**src/logic/lis_pkg.sv**
```systemverilog
// Shared constants and types for the display interrupt status block.
package lis_pkg;

	// Register bus geometry (byte addresses, 32-bit words).
	localparam int unsigned ADDR_W = 12;
	localparam int unsigned DATA_W = 32;
	localparam logic [11:0] OFS_RAW_EVENT_STATUS = 12'h0020;
	localparam logic [11:0] OFS_MASKED_EVENT_STATUS = 12'h0024;

	// Event field layout, shared by raw and masked views.
	localparam int unsigned NUM_EVENTS = 4;
	localparam int unsigned EV_LSB = 1;
	localparam int unsigned EV_MSB = 4;
	localparam int unsigned BIT_FIFO_UNDERFLOW = 1;
	localparam int unsigned BIT_NEXT_BASE_UPDATE = 2;
	localparam int unsigned BIT_VERTICAL_COMPARE = 3;
	localparam int unsigned BIT_BUS_ERROR = 4;

	// Reset values.
	localparam logic [31:0] RAW_EVENT_STATUS_RESET = 32'h0000_0000;
	localparam logic [31:0] MASKED_EVENT_STATUS_RESET = 32'h0000_0000;
	localparam logic [31:0] UNMAPPED_READ_VALUE = 32'h0000_0000;

	// Vertical region choice, control field bits 13:12.
	localparam logic [1:0] VREGION_SYNC = 2'h0;
	localparam logic [1:0] VREGION_BACK_PORCH = 2'h1;
	localparam logic [1:0] VREGION_ACTIVE = 2'h2;
	localparam logic [1:0] VREGION_FRONT_PORCH = 2'h3;

	// Bus master error tracker states.
	typedef enum logic [1:0] {
		LIS_MB_RUN = 2'b01,
		LIS_MB_ERROR = 2'b10
	} lis_mb_state_e;

endpackage

```
**src/logic/lis_sticky_events.sv**
```systemverilog
// Sticky event flags with write-one-to-clear, set winning over clear.
`timescale 1ns/100ps
`default_nettype none

module lis_sticky_events (
	input wire logic clk_in, // System clock.
	input wire logic srst_in, // Synchronous reset, active high.
	input wire logic [lis_pkg::NUM_EVENTS-1:0] set_in, // Event pulses.
	input wire logic [lis_pkg::NUM_EVENTS-1:0] clr_in, // Clear strobes.
	output logic [lis_pkg::NUM_EVENTS-1:0] flag_out // Latched flags.
);

	genvar i;
	generate
		for (i = 0; i < lis_pkg::NUM_EVENTS; i = i + 1) begin : g_flag
			always_ff @(posedge clk_in) begin
				if (srst_in) begin
					flag_out[i] <= lis_pkg::RAW_EVENT_STATUS_RESET[lis_pkg::EV_LSB + i];
				end else if (set_in[i]) begin
					flag_out[i] <= 1'b1;
				end else if (clr_in[i]) begin
					flag_out[i] <= 1'b0;
				end
			end
		end
	endgenerate

endmodule

`default_nettype wire

```
**src/logic/lis_bus_error_track.sv**
```systemverilog
// Tracks the display bus master's error state after an ERROR response.
`timescale 1ns/100ps
`default_nettype none

module lis_bus_error_track (
	input wire logic clk_in, // System clock.
	input wire logic srst_in, // Synchronous reset, active high.
	input wire logic error_resp_in, // Slave answered ERROR this cycle.
	input wire logic error_cleared_in, // Indication that the error is cleared.
	output logic error_event_out, // High in every cycle an ERROR response arrives, halted or not.
	output logic master_halt_out // High while normal operation is stopped.
);

	lis_pkg::lis_mb_state_e state;
	lis_pkg::lis_mb_state_e next_state;

	always_comb begin
		next_state = state;
		case (state)
			lis_pkg::LIS_MB_RUN: begin
				if (error_resp_in) begin
					next_state = lis_pkg::LIS_MB_ERROR;
				end
			end
			lis_pkg::LIS_MB_ERROR: begin
				if (error_cleared_in) begin
					next_state = lis_pkg::LIS_MB_RUN;
				end
			end
			default: begin
				next_state = lis_pkg::LIS_MB_RUN;
			end
		endcase
	end

	always_ff @(posedge clk_in) begin
		if (srst_in) begin
			state <= lis_pkg::LIS_MB_RUN;
		end else begin
			state <= next_state;
		end
	end

	assign error_event_out = error_resp_in;
	// A fresh ERROR while already halted still counts, so software sees repeats.
	assign master_halt_out = (state == lis_pkg::LIS_MB_ERROR);

endmodule

`default_nettype wire

```
**src/logic/lis_top.sv**
```systemverilog
// Interrupt status logic of the display controller with a Wishbone slave.
//
// Operation
// - Raw status read returns four latched events.
// - Writing one clears matching event bit.
// - Bits 31:5 and 0 read zero.
// - Bus ERROR response sets bit four.
// - Master halts in error until cleared.
// - Selected vertical region start sets bit three.
// - Base loaded into incrementer sets bit two.
// - Read from empty FIFO sets bit one.
// - Upper and lower underflows ORed together.
// - Masked register is read-only raw AND enable.
// - One interrupt output ORs masked bits.
// - Masked bits four to one carry events.
//
// The Wishbone register port was decided locally.
`timescale 1ns/100ps
`default_nettype none

module lis_top (
	input wire logic clk_in, // 20 MHz system clock.
	input wire logic srst_in, // Synchronous reset, active high.
	// Wishbone classic slave.
	input wire logic wb_cyc_in, // Bus cycle.
	input wire logic wb_stb_in, // Strobe.
	input wire logic wb_we_in, // Write enable.
	input wire logic [lis_pkg::ADDR_W-1:0] wb_adr_in, // Byte address.
	input wire logic [3:0] wb_sel_in, // Byte lane selects.
	input wire logic [lis_pkg::DATA_W-1:0] wb_dat_in, // Write data.
	output logic [lis_pkg::DATA_W-1:0] wb_dat_out, // Read data.
	output logic wb_ack_out, // Acknowledge.
	// Enable register, bits 4:1 of its word.
	input wire logic [lis_pkg::NUM_EVENTS-1:0] event_enable_in, // Mask enables.
	// Vertical compare selection, control bits 13:12.
	input wire logic [1:0] vcompare_select_in, // Region choice.
	// Timing generator region starts, one-cycle pulses.
	input wire logic vsync_start_in, // Vertical sync begins.
	input wire logic back_porch_start_in, // Back porch begins.
	input wire logic active_start_in, // Active video begins.
	input wire logic front_porch_start_in, // Front porch begins.
	// Frame address incrementers.
	input wire logic upper_base_load_in, // Upper base taken into its incrementer.
	input wire logic lower_base_load_in, // Lower base taken into its incrementer.
	// DMA FIFOs.
	input wire logic upper_fifo_read_in, // Pixel read from upper FIFO.
	input wire logic upper_fifo_empty_in, // Upper FIFO empty.
	input wire logic lower_fifo_read_in, // Pixel read from lower FIFO.
	input wire logic lower_fifo_empty_in, // Lower FIFO empty.
	// Display bus master.
	input wire logic master_error_resp_in, // ERROR response received.
	input wire logic master_error_cleared_in, // Error cleared indication.
	output logic master_halt_out, // Master stopped in error state.
	// System interrupt controller.
	output logic irq_out // Combined interrupt, active high level.
);

	// Bus handshake.
	logic bus_req;
	logic bus_take;
	logic hit_raw;
	logic hit_masked;
	logic raw_write;

	// Event datapath.
	logic [lis_pkg::NUM_EVENTS-1:0] event_set;
	logic [lis_pkg::NUM_EVENTS-1:0] event_clr;
	logic [lis_pkg::NUM_EVENTS-1:0] event_flag;
	logic [lis_pkg::NUM_EVENTS-1:0] masked_flag;
	logic bus_error_event;
	logic vertical_compare_event;
	logic next_base_update_event;
	logic fifo_underflow_event;
	logic upper_underflow;
	logic lower_underflow;

	// Register views.
	logic [lis_pkg::DATA_W-1:0] raw_view;
	logic [lis_pkg::DATA_W-1:0] masked_view;
	logic [lis_pkg::DATA_W-1:0] next_rdata;

	// ------------------------------------------------------------------
	// Wishbone slave: ack one cycle after the request, one cycle wide.
	// ------------------------------------------------------------------

	assign bus_req = wb_cyc_in & wb_stb_in;
	assign bus_take = bus_req & ~wb_ack_out;
	assign hit_raw = (wb_adr_in[lis_pkg::ADDR_W-1:2] == lis_pkg::OFS_RAW_EVENT_STATUS[11:2]);
	assign hit_masked = (wb_adr_in[lis_pkg::ADDR_W-1:2]
		== lis_pkg::OFS_MASKED_EVENT_STATUS[11:2]);

	// The write acts at the edge where the master samples ack, so a request
	// that is withdrawn early never half-clears the flags.
	assign raw_write = bus_req & wb_ack_out & wb_we_in & hit_raw & wb_sel_in[0];

	always_ff @(posedge clk_in) begin
		if (srst_in) begin
			wb_ack_out <= 1'b0;
		end else begin
			wb_ack_out <= bus_take;
		end
	end

	always_comb begin
		next_rdata = lis_pkg::UNMAPPED_READ_VALUE;
		if (hit_raw) begin
			next_rdata = raw_view;
		end else if (hit_masked) begin
			next_rdata = masked_view;
		end
	end

	always_ff @(posedge clk_in) begin
		if (srst_in) begin
			wb_dat_out <= lis_pkg::RAW_EVENT_STATUS_RESET;
		end else if (bus_take & ~wb_we_in) begin
			wb_dat_out <= next_rdata;
		end
	end

	// ------------------------------------------------------------------
	// Event sources.
	// ------------------------------------------------------------------

	lis_bus_error_track u_bus_error (
		.clk_in(clk_in),
		.srst_in(srst_in),
		.error_resp_in(master_error_resp_in),
		.error_cleared_in(master_error_cleared_in),
		.error_event_out(bus_error_event),
		.master_halt_out(master_halt_out)
	);

	always_comb begin
		case (vcompare_select_in)
			lis_pkg::VREGION_SYNC: begin
				vertical_compare_event = vsync_start_in;
			end
			lis_pkg::VREGION_BACK_PORCH: begin
				vertical_compare_event = back_porch_start_in;
			end
			lis_pkg::VREGION_ACTIVE: begin
				vertical_compare_event = active_start_in;
			end
			lis_pkg::VREGION_FRONT_PORCH: begin
				vertical_compare_event = front_porch_start_in;
			end
			default: begin
				vertical_compare_event = 1'b0;
			end
		endcase
	end

	assign next_base_update_event = upper_base_load_in | lower_base_load_in;

	assign upper_underflow = upper_fifo_read_in & upper_fifo_empty_in;
	assign lower_underflow = lower_fifo_read_in & lower_fifo_empty_in;
	assign fifo_underflow_event = upper_underflow | lower_underflow;

	// Flag vector index i holds register bit i+1.
	always_comb begin
		event_set = '0;
		event_set[lis_pkg::BIT_FIFO_UNDERFLOW - lis_pkg::EV_LSB] = fifo_underflow_event;
		event_set[lis_pkg::BIT_NEXT_BASE_UPDATE - lis_pkg::EV_LSB] = next_base_update_event;
		event_set[lis_pkg::BIT_VERTICAL_COMPARE - lis_pkg::EV_LSB] = vertical_compare_event;
		event_set[lis_pkg::BIT_BUS_ERROR - lis_pkg::EV_LSB] = bus_error_event;
	end

	// clear only where data bit is one
	assign event_clr = raw_write ? wb_dat_in[lis_pkg::EV_MSB:lis_pkg::EV_LSB] : '0;

	lis_sticky_events u_events (
		.clk_in(clk_in),
		.srst_in(srst_in),
		.set_in(event_set),
		.clr_in(event_clr),
		.flag_out(event_flag)
	);

	// ------------------------------------------------------------------
	// Views and interrupt.
	// ------------------------------------------------------------------

	assign masked_flag = event_flag & event_enable_in;

	always_comb begin
		raw_view = lis_pkg::RAW_EVENT_STATUS_RESET;
		masked_view = lis_pkg::MASKED_EVENT_STATUS_RESET;
		raw_view[lis_pkg::EV_MSB:lis_pkg::EV_LSB] = event_flag;
		// masked bits at four to one
		masked_view[lis_pkg::EV_MSB:lis_pkg::EV_LSB] = masked_flag;
	end

	// Registered so the line to the interrupt controller is glitch free; it
	// trails the flags by one cycle.
	always_ff @(posedge clk_in) begin
		if (srst_in) begin
			irq_out <= 1'b0;
		end else begin
			irq_out <= |masked_flag;
		end
	end

endmodule

`default_nettype wire

```
**config.mk**
```make
export PLATFORM = sky130hd
export DESIGN_NAME = lis_top
export DESIGN_NICKNAME = d
export VERILOG_FILES = /design/src/logic/lis_pkg.sv /design/src/logic/lis_sticky_events.sv /design/src/logic/lis_bus_error_track.sv /design/src/logic/lis_top.sv
export SDC_FILE = /design/constraint.sdc
export NUM_CORES = 1
export LEC_CHECK = 0
export ABC_AREA = 1
export BUFFER_PORTS_ARGS = -buffer_cell sky130_fd_sc_hd__buf_2
export CORE_ASPECT_RATIO = 1.25
export CORE_MARGIN = 2
export CORE_UTILIZATION = 36
export CTS_BUF_LIST = sky130_fd_sc_hd__clkbuf_2
export CTS_CLUSTER_SIZE = 24
export DETAILED_ROUTE_END_ITERATION = 10
export GPL_ROUTABILITY_DRIVEN = 0
export PLACE_DENSITY = 0.9
export REMOVE_ABC_BUFFERS = 1
export SLEW_MARGIN = 0
export SYNTH_ARGS = -nofsm -noshare
export SYNTH_HDL_FRONTEND = slang
export SYNTH_SLANG_ARGS = --single-unit
```
**constraint.sdc**
```tcl
create_clock -name clk_in -period 1.9 [get_ports clk_in]
set_clock_uncertainty 0.15 [all_clocks]
set_input_delay 0 -clock clk_in [delete_from_list [all_inputs] [get_ports clk_in]]
set_output_delay 0 -clock clk_in [all_outputs]
set_load 0.05 [all_outputs]
```
# ---- Yosys cells after proc, flatten, opt, wreduce, memory -nomap -nowiden
# Cells that the tools add are included.
dict set report totals {
  register_bits 40
  latch_bits 0
  ramBits 0
  romBits 0
  inputBits 71
  word_cells 53
  memories 0
}
dict set report op_classes {
  add_sub_neg 0
  multipliers 0
  div 0
  n_lt_le_gt_ge 0
  eq_ne 9
  shifts 0
  muxes 15
  bitwise_logic 14
  n_reduce_logical 7
}
# operator count
set op_table {}
lappend op_table {{equality test 10 x 4 -> 1 bit (second input constant)} 2}
lappend op_table {{2-to-1 mux 5 bit} 2}
lappend op_table {{bitwise AND 1 bit} 9}
lappend op_table {{2-to-1 mux 1 bit} 8}
lappend op_table {{nonzero test 2 bit} 4}
lappend op_table {{equality test 2 bit (second input constant)} 3}
lappend op_table {{bitwise AND 4 bit} 1}
lappend op_table {{equality test 2 x 1 -> 1 bit (second input constant)} 2}
lappend op_table {{2-to-1 mux 2 bit} 2}
lappend op_table {{2-to-1 mux 4 bit} 1}
lappend op_table {{!= test 2 bit (second input constant)} 2}
lappend op_table {{case mux 1 bit (4 select lines)} 1}
lappend op_table {{case mux 2 bit (2 select lines)} 1}
lappend op_table {{OR reduction 4 bit} 1}
lappend op_table {{zero test 2 bit} 1}
lappend op_table {{inverter 1 bit} 2}
lappend op_table {{OR 1 bit} 2}
lappend op_table {{AND reduction 2 bit} 1}

# ---- Depth between registers and ports, before layout
dict set report logic_depth {
  word_depth 8
  depth_mapped 9
  ltp_nobuf 8
}

# ---- By module
# A second synthesis with hierarchy kept.
dict set report unflattened {
  hier_cells 141
  area_unflattened_um2 949.7
}
# mod n_inst cells_per_inst area_each_um2 seq_area_each_um2
set modules_own_cells {}
lappend modules_own_cells {lis_top 1 108 701.9 120.1}
lappend modules_own_cells {lis_sticky_events 1 20 145.1 80.1}
lappend modules_own_cells {lis_bus_error_track 1 13 102.6 40.0}

# ---- Worst setup path before layout
# No wires, ideal clock.
dict set report synth_timing {
  path_kind {reg2reg}
  startpoint {reg wb_ack_out}
  endpoint {reg u_events.flag_out[0] (netlist name)}
  setup_time_ps 119
  arrival_time_ps 1216
  required_ps 1631
  setup_slack_ps 414
  path_stages_with_launch 6
  path_cell_list {dfxtp_1 -> nand3_1 -> nor2_1 -> nand4_1 -> nand2_1 -> a21oi_1}
}
dict set report synth_between {
  elab_chain_cells 6
}
# item line
set synth_rtl {}
lappend synth_rtl {{from (decl)} lis_top.sv:32} ;# output logic wb_ack_out,
lappend synth_rtl {{from (signal assigned)} lis_top.sv:100} ;# wb_ack_out <= bus_take;
lappend synth_rtl {{bitwise AND 1 bit (4 in a row)} lis_top.sv:94} ;# assign raw_write = bus_req & wb_ack_out & wb_we_in & hit_raw & wb_sel_in[0];
lappend synth_rtl {{2-to-1 mux 4 bit} lis_top.sv:170} ;# assign event_clr = raw_write ? wb_dat_in[lis_pkg::EV_MSB:lis_pkg::EV_LSB] : '0;
lappend synth_rtl {{nonzero test 2 bit (no source line)} --}
lappend synth_rtl {{to (signal, indexed assignment)} lis_sticky_events.sv:18} ;# flag_out[i] <= lis_pkg::RAW_EVENT_STATUS_RESET[lis_pkg::EV_LSB + i];
lappend synth_rtl {{to (decl)} lis_sticky_events.sv:10} ;# output logic [lis_pkg::NUM_EVENTS-1:0] flag_out
# Every way passes these cells.
# A chain may end at the register's enable or synchronous reset.

# ---- Worst setup path in the final report
dict set report layout_timing {
  startpoint {in wb_stb_in}
  endpoint {reg wb_dat_out[3] (netlist name)}
}
dict set report layout_between {
  elab_chain_cells 3
}
# item line
set layout_rtl {}
lappend layout_rtl {{from (decl)} lis_top.sv:26} ;# input wire logic wb_stb_in,
lappend layout_rtl {{bitwise AND 1 bit} lis_top.sv:86} ;# assign bus_req = wb_cyc_in & wb_stb_in;
lappend layout_rtl {{bitwise AND 1 bit} lis_top.sv:87} ;# assign bus_take = bus_req & ~wb_ack_out;
lappend layout_rtl {{bitwise AND 1 bit} lis_top.sv:116} ;# end else if (bus_take & ~wb_we_in) begin
lappend layout_rtl {{to (signal assigned)} lis_top.sv:115} ;# wb_dat_out <= lis_pkg::RAW_EVENT_STATUS_RESET;
lappend layout_rtl {{to (signal assigned)} lis_top.sv:117} ;# wb_dat_out <= next_rdata;
lappend layout_rtl {{to (decl)} lis_top.sv:31} ;# output logic [lis_pkg::DATA_W-1:0] wb_dat_out,
# Every way passes these cells.

==> summary.txt <==
Synthesis
  • Post-synthesis mux area share: 0%
  • Area leader, netlist: dfxtp_1
  • Dominant cells by area after synthesis: dfxtp_1 (28%), buf_4 (25%), nand2_1 (8.8%)
  • #FFs+latches synth: 12
  • Mapped Cells: 123
  • Area share of the largest cell type after synthesis: 28.15%
  • Largest family of logic cells by synthesized area: simple AND/OR/NAND/NOR gates
  • Post-Synth XOR/XNOR Area: 0%
  • Mean area per synthesized cell: 6.938 sq um
  • Seq/Total Area, Yosys: 28.15%
  • Syn. warnings: 0
  • Post-Synth Adder-Cell Area: 0%
  • Synthesized cell area: 853.3 sq um
  • Netlist cell types: 19
  • Simple-gate share of the synthesized area: 33.72%
  • Post-synthesis compound-gate area fraction: 5.865%

Detailed routing
  • Starting DRT DRC Count: 12
  • DRC viols: 0
  • Post-Route WL: 1968 microns
  • Total number of vias: 922
  • Vias per Instance: 4.191
  • Drt wl/cell: 8.945 microns
  • Post-route ant nets: 0
  • Drt pass-1 iters: 4

Die
  • Die Width: 47.55 microns
  • Core Box Area: 2235 sq um
  • Starting Density: 38.19%
  • Die ar.: 2778 sq um
  • Num rows: 19
  • Die Height: 58.44 microns
  • I/O Pins: 106

CTS
  • Worst-path clk slew: 0.12 ns
  • CTS sink cnt: 12
  • Number of buffers on the longest clock path: 2
  • CTS root buf: clkbuf_2
  • Post-CTS setup buffers: 0
  • CTS buffer count: 3
  • CTS tree: yes
  • Clock Latency Late Sink: 0.26 ns
  • H-tree Lvls: 1

Global routing
  • GR Layer Usage met1: 14.56%
  • Total Routing Usage GR: 14.55%
  • Met2 Usage GRT: 27.03%
  • Gr ovfl total: 0
  • GR Layer Usage met3: 5.521%
  • Initial antenna violation count: 0
  • Number of global-route vias before repair: 783
  • First-pass GRT wire length: 2967 microns
  • Largest net degree at the start of global routing: 13
  • Busiest grt layer: met2

Min path
  • Tightest Hold Check Type: input pin to register

Run status
  • Status: finished clean

Worst setup path
  • Crit path from: wb_stb_in
  • R2r endpoint: u_events.flag_out[2]$_SDFFE_PP0P_
  • Reg2Reg Depth: 6
  • FF-to-FF Start: wb_ack_out$_SDFF_PP0_
  • Crit end category: register
  • Worst setup SP type: input pin
  • Cell Chain, Critical Path: dlygate4sd3_1 -> buf_2 -> nand2_1 -> nor3_4 -> nand3_1 -> dlygate4sd3_1 -> nand2_1 -> inv_1
  • Worst EP arrival: 1.79 ns
  • End of the critical path: wb_dat_out[3]$_SDFFE_PP0P_
  • Crit Path Class: input pin to register
  • Critical Path Fanout Max: 8
  • R2R Setup Slk: 0.17 ns
  • WP data required: 1.93 ns
  • Worst path max stage delay: 0.57 ns
  • Slowest CP cell: dlygate4sd3_1

Place
  • DP Area: 987.2 sq um
  • IO buf count: 44
  • Cell count after placement: 195
  • Detail Placement HPWL: 1379 microns

Final layout
  • Area occupied by multi-input gates: 445.4 sq um
  • Antenna cells: 0
  • Non-filler cells, final: 220
  • Register area: 241.5 sq um
  • Post-route cell area: 1220 sq um
  • Most common cell after layout, fill and taps aside: buf_2
  • Most frequent cells in the layout: buf_2 (44), conb_1 (28), dlygate4sd3_1 (21)
  • Number of fill cells: 233
  • Layout cells sized above 1: 28.57%
  • Synthesis-to-finish area growth: 42.96%
  • Final core occ: 54.59%
  • NumNets Final: 261

Timing
  • Final hold viol count: 0
  • Period minus WS final: 1.759 ns
  • Final setup vio count: 0
  • Tcrit/Tclk final: 92.57%
  • RSZ-0062 raised after global routing: no
  • Fmax: 568.5 MHz
  • Worst hold margin: 0.02836 ns
  • Setup TNS: 0 ns
  • Slew Limit Fails: 0

Pwr
  • VDD IR-drop max: 0.6063 mV
  • PwrDens: 571.6 nW/um^2
  • Leakage: 0.0006460 uW

Run
  • Maxcap violations: 0
==> area by class of cell <==
type | count | area share, %
tap | 31 | 3.179
clock inverter | 1 | 0.3077
clock buffer | 3 | 1.231
sequential | 12 | 19.79
timing repair buffer | 65 | 35.28
inverter | 12 | 3.692
multi-input combinational | 96 | 36.51
==> power breakdown <==
part / internal [uW] / leakage [uW] / switching, uW / total, uW
combinational: 83.7 / 0.000532 / 202 / 286
clock: 45.7 / 0.0000140 / 86.5 / 132
sequential: 268 / 0.0000998 / 11.2 / 280
==> layer usage <==
layer | vias up | part of all wire [%]
li1 | 474 | -
met1 | 392 | 37
met2 | 52 | 51
met3 | 4 | 10
met4 | 0 | 0.81
met5 | - | 0
==> worst min path at each step <==
stage	endpoint	slack [ns]	start	depth (start not counted)
floorplan	u_events.flag_out[0]$_SDFFE_PP0P_	-0.08	srst_in	1
global placement	u_events.flag_out[3]$_SDFFE_PP0P_	0.11	master_error_resp_in	3
detailed placement	u_events.flag_out[3]$_SDFFE_PP0P_	0.12	master_error_resp_in	3
CTS	wb_dat_out[4]$_SDFFE_PP0P_	0.008	wb_adr_in[2]	6
global route	wb_dat_out[4]$_SDFFE_PP0P_	0.06	wb_adr_in[3]	6
finish	wb_dat_out[4]$_SDFFE_PP0P_	0.03	wb_adr_in[2]	6
==> registers in the layout, summed over array words and instances (netlist names) <==
| signal | cells |
|---|---|
| u_bus_error.state | 2 |
| wb_dat_out | 4 |
| u_events.flag_out | 4 |
| irq_out | 1 |
| wb_ack_out | 1 |
==> critical path, delay by kind of cell <==
family	cells	cell delay (ns)
and+or+nand+nor	4	0.57
buffers and inverters	4	1.21
==> through the flow <==
stage / setup slack (ns) / power [uW]
finish: 0.1411 / 697.3
global route: 0.01665 / 741.9
detailed placement: 0.6257 / 531.2
global placement: 0.6474 / 528.0
CTS: 0.02847 / 699.8
floorplan: 0.3997 / 470.7
==> kinds of logic after synthesis <==
logic type,Yosys count
other,1
DFF,12
AOI/OAI and AO/OA,8
and+or+nand+nor,60
buffers and inverters,42
==> synthesized netlist by cell type <==
library cell,n
nor2_1,15
a22o_1,1
conb_1,1
a41oi_1,1
inv_1,12
dfxtp_1,12
o31ai_1,1
buf_2,1
nand3_1,11
nor3_1,1
nor2_4,1
nand4_1,8
nor2_2,3
buf_4,28
a21oi_1,4
nor3_4,1
o21ai_0,1
buf_6,1
nand2_1,20
==> what timing repair did <==
item                                    4_1_cts  5_1_grt
endpoints found under the hold margin        12        0
endpoints found under the setup margin        0        4
resized for setup                             0        2
hold buffers                                 22        0
Power figures use the tool's default switching activity.
